`config.mk`:
```
export PLATFORM = sky130hd
export DESIGN_NAME = csr_regs
export DESIGN_NICKNAME = d
export VERILOG_FILES = /design/src/hdl/csr_pkg.sv /design/src/hdl/csr_regs.sv /design/src/hdl/csr_timer_pair.sv
export SDC_FILE = /design/constraint.sdc
export NUM_CORES = 1
export LEC_CHECK = 0
export BUFFER_PORTS_ARGS = -buffer_cell sky130_fd_sc_hd__buf_4
export CORE_ASPECT_RATIO = 1.4
export CORE_MARGIN = 5
export CORE_UTILIZATION = 48
export DETAILED_ROUTE_END_ITERATION = 7
export PLACE_DENSITY = 0.71
export RECOVER_POWER = 25
export SYNTH_ARGS = -nofsm -noshare
export SYNTH_HDL_FRONTEND = slang
export SYNTH_SLANG_ARGS = --single-unit
```
`constraint.sdc`:
```
create_clock -name clk -period 6.6 [get_ports clk]
set_clock_uncertainty 0.1 [all_clocks]
set_input_delay 1.32 -clock clk [delete_from_list [all_inputs] [get_ports clk]]
set_output_delay 1.32 -clock clk [all_outputs]
set_load 0.01 [all_outputs]
```
`src/hdl/csr_pkg.sv`:
```
// Package: offsets, field positions, reset values and enums for the core special registers
package csr_pkg;
   localparam int          CSR_AW            = 8;
   localparam int          CSR_DW            = 8;
   // Register offsets (locally chosen map)
   localparam logic [7:0]  CSR_OFF_STACK     = 8'h81;
   localparam logic [7:0]  CSR_OFF_DPL       = 8'h82;
   localparam logic [7:0]  CSR_OFF_DPH       = 8'h83;
   localparam logic [7:0]  CSR_OFF_T0L       = 8'h8A;
   localparam logic [7:0]  CSR_OFF_T1L       = 8'h8B;
   localparam logic [7:0]  CSR_OFF_T0H       = 8'h8C;
   localparam logic [7:0]  CSR_OFF_T1H       = 8'h8D;
   localparam logic [7:0]  CSR_OFF_SERIAL    = 8'h99;
   localparam logic [7:0]  CSR_OFF_T2CTL     = 8'hC8;
   localparam logic [7:0]  CSR_OFF_CAPL      = 8'hCA;
   localparam logic [7:0]  CSR_OFF_CAPH      = 8'hCB;
   localparam logic [7:0]  CSR_OFF_T2L       = 8'hCC;
   localparam logic [7:0]  CSR_OFF_T2H       = 8'hCD;
   localparam logic [7:0]  CSR_OFF_STATUS    = 8'hD0;
   localparam logic [7:0]  CSR_OFF_ACC       = 8'hE0;
   // Status word field positions
   localparam int          CSR_BIT_CARRY     = 7;
   localparam int          CSR_BIT_AUX       = 6;
   localparam int          CSR_BIT_FLAG_A    = 5;
   localparam int          CSR_BIT_BANK_HI   = 4;
   localparam int          CSR_BIT_BANK_LO   = 3;
   localparam int          CSR_BIT_OVERFLOW  = 2;
   localparam int          CSR_BIT_FLAG_B    = 1;
   localparam int          CSR_BIT_PARITY    = 0;
   // Timer 2 control field positions
   localparam int          CSR_BIT_T2_RUN    = 2;
   localparam int          CSR_BIT_T2_CAPEN  = 0;
   // Reset values, bank stride and unmapped read value
   localparam logic [7:0]  CSR_RST_STACK     = 8'h07;
   localparam logic [7:0]  CSR_RST_ZERO      = 8'h00;
   localparam logic [7:0]  CSR_BANK_STRIDE   = 8'h08;
   localparam logic [7:0]  CSR_READ_UNMAPPED = 8'h00;
   typedef enum logic {CSR_T2_RELOAD, CSR_T2_CAPTURE} csr_t2_mode_t;
endpackage

```
`src/hdl/csr_regs.sv`:
```
// Core special-function register set: stack, data pointer, serial buffer, status word, timers
`timescale 1ns/1ps
// Function
// (RL1) The stack pointer is an 8-bit register that may point anywhere in on-chip RAM.
// (RL2) A push or call first increments the stack pointer and then stores at the new address.
// (RL3) Reset loads the stack pointer with 07H so the first stored byte lands at 08H.
// (RL4) The data pointer is a high and a low byte, usable as one 16-bit value or two bytes.
// (RL5) Writing the serial buffer loads a transmit holding register and starts transmission.
// (RL6) Reading the serial buffer returns a separate receive register.
// (RL7) Status bit 0 tracks accumulator parity every cycle: set when the count of ones is odd.
// (RL8) Status bits 4 and 3 pick one of four register banks, 11 mapping to RAM 18H-1FH.
// (RL9) Status bits 7, 6 and 2 hold carry, auxiliary carry and overflow.
// (RL10) Status bits 5 and 1 are software flags that hardware never alters.
// (RL11) Each of three timers keeps its count in a readable, writable high/low byte pair.
// (RL12) Timer 2 auto-reload takes its value from the capture pair.
// (RL13) In capture mode an external trigger transition copies timer 2 into the capture pair.
// (RL14) As a 16-bit value the data pointer holds the high byte in 15:8 and the low in 7:0.
module csr_regs
   import csr_pkg::*;
(
   input  wire logic                 clk,
   input  wire logic                 reset,
   input  wire logic [CSR_AW-1:0]    reg_addr,
   input  wire logic [CSR_DW-1:0]    reg_wdata,
   input  wire logic                 reg_write,
   input  wire logic                 reg_read,
   output logic      [CSR_DW-1:0]    reg_rdata,
   input  wire logic                 stack_push,
   input  wire logic                 stack_pop,
   output logic      [7:0]           stack_store_addr,
   output logic                      stack_store_strobe,
   input  wire logic                 data_pointer_load,
   input  wire logic [15:0]          data_pointer_value,
   input  wire logic                 data_pointer_incr,
   output logic      [15:0]          data_pointer_pair,
   input  wire logic                 alu_flags_write,
   input  wire logic                 alu_carry,
   input  wire logic                 alu_aux_carry,
   input  wire logic                 alu_overflow,
   input  wire logic                 acc_write,
   input  wire logic [7:0]           acc_value,
   output logic      [7:0]           bank_base_addr,
   output logic      [7:0]           tx_holding,
   output logic                      tx_start,
   input  wire logic                 rx_valid,
   input  wire logic [7:0]           rx_data,
   input  wire logic                 timer0_tick,
   input  wire logic                 timer1_tick,
   input  wire logic                 timer2_tick,
   input  wire logic                 timer2_external_trigger,
   output logic                      timer0_overflow,
   output logic                      timer1_overflow,
   output logic                      timer2_overflow
);
   import csr_pkg::*;

   logic [7:0]  stack_top_pointer;
   logic [7:0]  data_pointer_high_byte;
   logic [7:0]  data_pointer_low_byte;
   logic [7:0]  processor_status_flags;
   logic [7:0]  accumulator;
   logic [7:0]  rx_buffer;
   logic [7:0]  timer2_capture_high;
   logic [7:0]  timer2_capture_low;
   logic [7:0]  timer2_control;
   logic        trigger_prev;

   wire logic [15:0] timer_count [3];
   wire logic [2:0]  timer_ovf;
   wire logic [2:0]  timer_tick;
   wire logic [2:0]  timer_wr_low;
   wire logic [2:0]  timer_wr_high;

   // Decode
   wire logic wr_stack  = reg_write && (reg_addr == CSR_OFF_STACK);
   wire logic wr_dpl    = reg_write && (reg_addr == CSR_OFF_DPL);
   wire logic wr_dph    = reg_write && (reg_addr == CSR_OFF_DPH);
   wire logic wr_serial = reg_write && (reg_addr == CSR_OFF_SERIAL);
   wire logic wr_status = reg_write && (reg_addr == CSR_OFF_STATUS);
   wire logic wr_acc    = reg_write && (reg_addr == CSR_OFF_ACC);
   wire logic wr_capl   = reg_write && (reg_addr == CSR_OFF_CAPL);
   wire logic wr_caph   = reg_write && (reg_addr == CSR_OFF_CAPH);
   wire logic wr_t2ctl  = reg_write && (reg_addr == CSR_OFF_T2CTL);

   wire csr_t2_mode_t t2_mode = timer2_control[CSR_BIT_T2_CAPEN] ? CSR_T2_CAPTURE : CSR_T2_RELOAD;
   wire logic t2_run          = timer2_control[CSR_BIT_T2_RUN];
   wire logic trigger_edge    = trigger_prev && !timer2_external_trigger;
   wire logic capture_fire    = (t2_mode == CSR_T2_CAPTURE) && trigger_edge; // RL13

   // Stack pointer: pre-increment on store, address of store is the new value
   wire logic [7:0] stack_inc = stack_top_pointer + 8'h01;
   wire logic [7:0] next_stack_top_pointer = wr_stack   ? reg_wdata :
                                             stack_push ? stack_inc :             // RL2
                                             stack_pop  ? stack_top_pointer - 8'h01 :
                                             stack_top_pointer;
   assign stack_store_addr   = stack_inc;                                          // RL2
   assign stack_store_strobe = stack_push;

   // Data pointer as a 16-bit value
   assign data_pointer_pair = {data_pointer_high_byte, data_pointer_low_byte};     // RL14
   wire logic [15:0] data_pointer_pair_inc = data_pointer_pair + 16'h0001;
   wire logic [15:0] next_data_pointer_pair = data_pointer_load ? data_pointer_value :
                                 data_pointer_incr ? data_pointer_pair_inc : data_pointer_pair; // RL4

   // Status word: parity from the accumulator, banks from bits 4:3
   wire logic [7:0] next_accumulator = wr_acc ? reg_wdata : (acc_write ? acc_value : accumulator);
   wire logic       parity_odd       = ^next_accumulator;                          // RL7
   wire logic [7:0] status_sw        = wr_status ? reg_wdata : processor_status_flags;
   wire logic [7:0] next_processor_status_flags;
   assign next_processor_status_flags[CSR_BIT_CARRY]    = alu_flags_write ? alu_carry : status_sw[CSR_BIT_CARRY];
   assign next_processor_status_flags[CSR_BIT_AUX]      = alu_flags_write ? alu_aux_carry : status_sw[CSR_BIT_AUX];
   assign next_processor_status_flags[CSR_BIT_OVERFLOW] = alu_flags_write ? alu_overflow : status_sw[CSR_BIT_OVERFLOW];
   assign next_processor_status_flags[CSR_BIT_FLAG_A]   = status_sw[CSR_BIT_FLAG_A];   // RL10
   assign next_processor_status_flags[CSR_BIT_FLAG_B]   = status_sw[CSR_BIT_FLAG_B];   // RL10
   assign next_processor_status_flags[CSR_BIT_BANK_HI]  = status_sw[CSR_BIT_BANK_HI];  // RL8
   assign next_processor_status_flags[CSR_BIT_BANK_LO]  = status_sw[CSR_BIT_BANK_LO];  // RL8
   assign next_processor_status_flags[CSR_BIT_PARITY]   = parity_odd;                  // RL7

   wire logic [1:0] bank_sel = {processor_status_flags[CSR_BIT_BANK_HI], processor_status_flags[CSR_BIT_BANK_LO]};
   assign bank_base_addr = 8'(bank_sel * CSR_BANK_STRIDE);                         // RL8

   always_ff @(posedge clk or posedge reset) begin
      if (reset) begin
         stack_top_pointer <= CSR_RST_STACK;                                       // RL3
      end else begin
         stack_top_pointer <= next_stack_top_pointer;                              // RL1
      end
   end

   always_ff @(posedge clk or posedge reset) begin
      if (reset) begin
         data_pointer_high_byte <= CSR_RST_ZERO;
         data_pointer_low_byte  <= CSR_RST_ZERO;
      end else begin
         data_pointer_high_byte <= wr_dph ? reg_wdata : next_data_pointer_pair[15:8];           // RL4
         data_pointer_low_byte  <= wr_dpl ? reg_wdata : next_data_pointer_pair[7:0];            // RL4
      end
   end

   always_ff @(posedge clk or posedge reset) begin
      if (reset) begin
         accumulator            <= CSR_RST_ZERO;
         processor_status_flags <= CSR_RST_ZERO;
      end else begin
         accumulator            <= next_accumulator;
         processor_status_flags <= next_processor_status_flags;                    // RL9
      end
   end

   // Serial buffer: separate transmit holding and receive registers
   always_ff @(posedge clk or posedge reset) begin
      if (reset) begin
         tx_holding <= CSR_RST_ZERO;
         tx_start   <= 1'b0;
         rx_buffer  <= CSR_RST_ZERO;
      end else begin
         tx_start <= wr_serial;                                                    // RL5
         if (wr_serial) tx_holding <= reg_wdata;                                   // RL5
         if (rx_valid) rx_buffer <= rx_data;                                       // RL6
      end
   end

   // Timer 2 control and capture pair; the capture edge wins over a software write
   always_ff @(posedge clk or posedge reset) begin
      if (reset) begin
         timer2_control      <= CSR_RST_ZERO;
         timer2_capture_high <= CSR_RST_ZERO;
         timer2_capture_low  <= CSR_RST_ZERO;
         trigger_prev        <= 1'b0;
      end else begin
         trigger_prev <= timer2_external_trigger;
         if (wr_t2ctl) timer2_control <= reg_wdata;
         if (capture_fire) begin
            timer2_capture_high <= timer_count[2][15:8];                           // RL13
            timer2_capture_low  <= timer_count[2][7:0];                            // RL13
         end else begin
            if (wr_caph) timer2_capture_high <= reg_wdata;
            if (wr_capl) timer2_capture_low  <= reg_wdata;
         end
      end
   end

   // Timer count pairs
   assign timer_tick    = {timer2_tick && t2_run, timer1_tick, timer0_tick};
   assign timer_wr_low  = {reg_write && (reg_addr == CSR_OFF_T2L), reg_write && (reg_addr == CSR_OFF_T1L),
                           reg_write && (reg_addr == CSR_OFF_T0L)};
   assign timer_wr_high = {reg_write && (reg_addr == CSR_OFF_T2H), reg_write && (reg_addr == CSR_OFF_T1H),
                           reg_write && (reg_addr == CSR_OFF_T0H)};

   genvar gi;
   generate
      for (gi = 0; gi < 3; gi++) begin : g_timer
         csr_timer_pair u_timer (                                                  // RL11
            .clk          (clk),
            .reset        (reset),
            .count_en     (timer_tick[gi]),
            .write_low    (timer_wr_low[gi]),
            .write_high   (timer_wr_high[gi]),
            .write_data   (reg_wdata),
            .reload_en    ((gi == 2) && (t2_mode == CSR_T2_RELOAD)),
            .reload_value ({timer2_capture_high, timer2_capture_low}),             // RL12
            .count        (timer_count[gi]),
            .overflow     (timer_ovf[gi])
         );
      end
   endgenerate

   assign timer0_overflow = timer_ovf[0];
   assign timer1_overflow = timer_ovf[1];
   assign timer2_overflow = timer_ovf[2];

   // Read mux
   logic [7:0] read_mux;
   always_comb begin
      case (reg_addr)
         CSR_OFF_STACK:  read_mux = stack_top_pointer;
         CSR_OFF_DPL:    read_mux = data_pointer_low_byte;
         CSR_OFF_DPH:    read_mux = data_pointer_high_byte;
         CSR_OFF_SERIAL: read_mux = rx_buffer;                                     // RL6
         CSR_OFF_STATUS: read_mux = processor_status_flags;
         CSR_OFF_ACC:    read_mux = accumulator;
         CSR_OFF_T2CTL:  read_mux = timer2_control;
         CSR_OFF_CAPL:   read_mux = timer2_capture_low;
         CSR_OFF_CAPH:   read_mux = timer2_capture_high;
         CSR_OFF_T0L:    read_mux = timer_count[0][7:0];
         CSR_OFF_T0H:    read_mux = timer_count[0][15:8];
         CSR_OFF_T1L:    read_mux = timer_count[1][7:0];
         CSR_OFF_T1H:    read_mux = timer_count[1][15:8];
         CSR_OFF_T2L:    read_mux = timer_count[2][7:0];
         CSR_OFF_T2H:    read_mux = timer_count[2][15:8];
         default:        read_mux = CSR_READ_UNMAPPED;
      endcase
   end

   always_ff @(posedge clk or posedge reset) begin
      if (reset) begin
         reg_rdata <= CSR_RST_ZERO;
      end else begin
         reg_rdata <= reg_read ? read_mux : CSR_RST_ZERO;
      end
   end
endmodule

```
`src/hdl/csr_timer_pair.sv`:
```
// One 16-bit timer count pair with byte write access and optional reload
`timescale 1ns/1ps
module csr_timer_pair
   import csr_pkg::*;
(
   input  wire logic        clk,
   input  wire logic        reset,
   input  wire logic        count_en,
   input  wire logic        write_low,
   input  wire logic        write_high,
   input  wire logic [7:0]  write_data,
   input  wire logic        reload_en,
   input  wire logic [15:0] reload_value,
   output logic      [15:0] count,
   output logic             overflow
);
   import csr_pkg::*;

   wire logic [15:0] next_count;
   wire logic        at_top;

   assign at_top     = (count == 16'hFFFF);
   assign overflow   = count_en && at_top;
   assign next_count = (at_top && reload_en) ? reload_value : count + 16'h0001;

   always_ff @(posedge clk or posedge reset) begin
      if (reset) begin
         count <= 16'h0000;
      end else if (write_low || write_high) begin
         if (write_low) count[7:0] <= write_data;
         if (write_high) count[15:8] <= write_data;
      end else if (count_en) begin
         count <= next_count;
      end
   end
endmodule

```
==> metrics.txt <==
Fillers=approximately 1800; Slowest Stage Delay on Critical Path=2.13 ns; Final Util=0.559; Sequential Power Share=0.427; Worst Max-Slew Pin Slew=just under 4 ns; status=complete, but fails checks; Clock Tree Root=clkbuf_16; leading cell types in the layout, fill and taps excluded=dfrtp_1, buf_4, nand2_1; drc violations=0; commonest non-fill, non-tap cell in the layout=dfrtp_1; Worst R2R Path Depth=6; Cell Chain, Critical Path=clkbuf_1, clkinvlp_2, buf_4; fin. max-slew vios=86; CTS tree=done; CTS Buffer Depth=2; IO Port Bufs=112; Post-Synthesis Cell Area=0.00926 mm2; Net Sw Frac=0.352; placed instance count=1319; Hold Path Class=reg2reg; setup violators final=0; PD cells=~280 mW/mm2; Critical Path RT=6.99 ns; Post-synth EDFFs=0; hold path cells=1; Slew headroom=-1.58; core region area=0.0191 mm2; GRT Total Usage=0.282; Pre-antenna DRT Iters=5; CTS H-Tree Depth=4; Hold EP=timer2_control[5]; Finished Layout Cells=1351; initial antenna violation count=0; Int Pwr=1940 uW; #FFs+latches synth=138; Worst setup EP type=async pin; nets=1162; die width=127 um; crit start category=input port; r2r setup slk=roughly 4 ns; r2r startpoint=g_timer[2].u_timer.count[0]; static leakage power=0.00468 uW; Min Hold Slack=0.407 ns; area delta synth->final=15.1%; IO Count=119; Setup CP Type=in2async; RSZ-0062 raised after global routing=false; Mapped Cells=1035; drt wl/cell=23.0 um; Sinks on Clock Net=between 100 and 150; hold violation count in the final report=0; Comb power frac=0.237; clock share of power=0.335; Initial Util=0.485; dpl hpwl=21.9 mm; Vias per Instance=approximately 6.5; 1st-iter DRT viols=972; final period utilization=0.617; Final Routed Wirelength=roughly 31 mm; Post-CTS Hold Fix Bufs=0; commonest register cell after synthesis=dfrtp_1; post-synthesis sequential area ratio=0.374; number of buffers created by CTS=17; crit-path max FO=85; largest net degree at the start of global routing=between 80 and 90; Switching Power=1050 uW; layout cell share with drive strength beyond 1=0.196; Unique masters post-synth=84; clock latency at the later pin of the worst-skew pair=0.43 ns; Synth async-reset ratio=1.00; peak supply drop=around 0.22 mV; GPL Wtd Cong=1.00; Critical-path top delay cell=clkinvlp_2; Avg Inst Size Synth=8.94 um2; Max-Cap Viols=1; die area=0.0222 mm2; total grt overflow=0; RR Endpoint=g_timer[2].u_timer.count[4]; Synth Warn #=0; via count=8760; # rows=60; Setup Buffers After CTS=0; vias in the first global route=8539; post-route minimum period=~4.1 ns; failing checks=capacitance limit, slew limit; Worst EP arrival=approximately 4.5 ns; Die H=174 um; CTS clock-pin slew for the worst setup and hold paths=0.07 ns; antenna viol nets, final=0; first-pass GRT wire length=a little under 50 mm; PostCTS Resize Cnt=0; # diodes=0; Setup TNS Final=0 ns; min-delay src=timer2_control[5]; f_max=between 200 and 250 MHz
[area by class of cell]
type,instances,area [um2],area share
clock inverters,14,174,0.0163
clock buffers,18,439,0.0412
repair buffers,116,863,0.0810
multi-input cells,795,5330,0.500
flip-flops and latches,138,3460,0.324
well taps,248,310,0.0291
inverters,22,83.8,0.00787
[Yosys cell counts (6+ instances only)]
library cell / number / area, um2
a21oi_1: 79 / 395
o21ai_1: 7 / 35.0
nor2b_1: 9 / 56.3
nand3_1: 43 / 215
a2bb2oi_1: 12 / 105
nor2_1: 68 / 255
clkbuf_1: 39 / 146
xnor2_1: 29 / 254
inv_1: 22 / 82.6
and2_1: 7 / 43.8
and3_1: 20 / 125
a22o_1: 6 / 52.6
or3_1: 7 / 43.8
and4_1: 9 / 78.8
a21o_1: 7 / 52.6
a22oi_1: 15 / 113
dfrtp_1: 135 / 3380
mux2i_1: 59 / 591
nand4_1: 25 / 156
xor2_1: 18 / 158
ha_1: 6 / 75.1
mux2_2: 45 / 507
o21ai_0: 67 / 335
buf_1: 10 / 37.5
a31oi_1: 22 / 138
nand2_1: 85 / 319
o22ai_1: 13 / 81.3
buf_4: 10 / 75.1
nand2b_1: 6 / 37.5
o22a_1: 9 / 78.8
nor3_1: 22 / 110
o31ai_1: 6 / 45.0
buf_2: 22 / 110
[critical path: cells and delay by family]
family | cells | cell delay (ns)
buf+inv | 3 | 3.06
[registers in the layout, summed over array words and instances, names as in the netlist]
signal,cells
rx_buffer,8
processor_status_flags,8
reg_rdata,8
timer2_capture_high,8
data_pointer_low_byte,8
accumulator,8
g_timer.u_timer.count,48
tx_holding,8
timer2_capture_low,8
data_pointer_high_byte,8
timer2_control,8
stack_top_pointer,8
tx_start,1
trigger_prev,1
[layer usage]
layer,vias up,track usage,share of wire
li1,3950,-,-
met1,4246,0.364,0.39
met2,452,0.458,0.48
met3,112,0.0449,0.076
met4,0,0.136,0.053
met5,-,0,0
[how the worst max path moves through the flow]
stage / startpoint / to / slack (ns) / cells after the start
after detailed placement: reg_addr[5] / g_timer[1].u_timer.count[10] / 2.61 / 6
after CTS: g_timer[0].u_timer.count[0] / timer0_overflow / 2.66 / 5
final: reset / g_timer[0].u_timer.count[8] / 2.53 / 3
after global placement: reg_addr[5] / g_timer[1].u_timer.count[12] / 2.65 / 6
after floorplan: reset / accumulator[0] / 1.49 / 1
after global routing: reset / g_timer[0].u_timer.count[8] / 1.79 / 3
[metrics by stage]
step | area [um2] | power, uW | setup WS (ns)
detailed placement | 10100 | 1990 | 2.61
floorplan | 9270 | 1670 | 1.49
global placement | 10100 | 1970 | 2.65
finish | 10700 | 2990 | 2.53
global route | 10700 | 3130 | 1.79
CTS | 10700 | 2990 | 2.66
[power by group through the flow]
stage | sequential, uW | combinational (uW) | clock [uW]
5_1_grt | 1300 | 786 | 1050
2_1_floorplan | 1150 | 520 | 0
6_report | 1280 | 709 | 1000
3_3_place_gp | 1280 | 690 | 0
4_1_cts | 1270 | 711 | 1010
3_5_place_dp | 1280 | 707 | 0
[kinds of logic after synthesis]
kind of cell	share of synthesized area
and+or+nand+nor	0.188
AOI/OAI and AO/OA	0.211
DFF	0.374
buffers and inverters	0.0537
muxes	0.121
xor gates and xnor gates	0.0445
adders and majority gates	0.00811
other	0.000405
(Power assumes the default switching activity.)
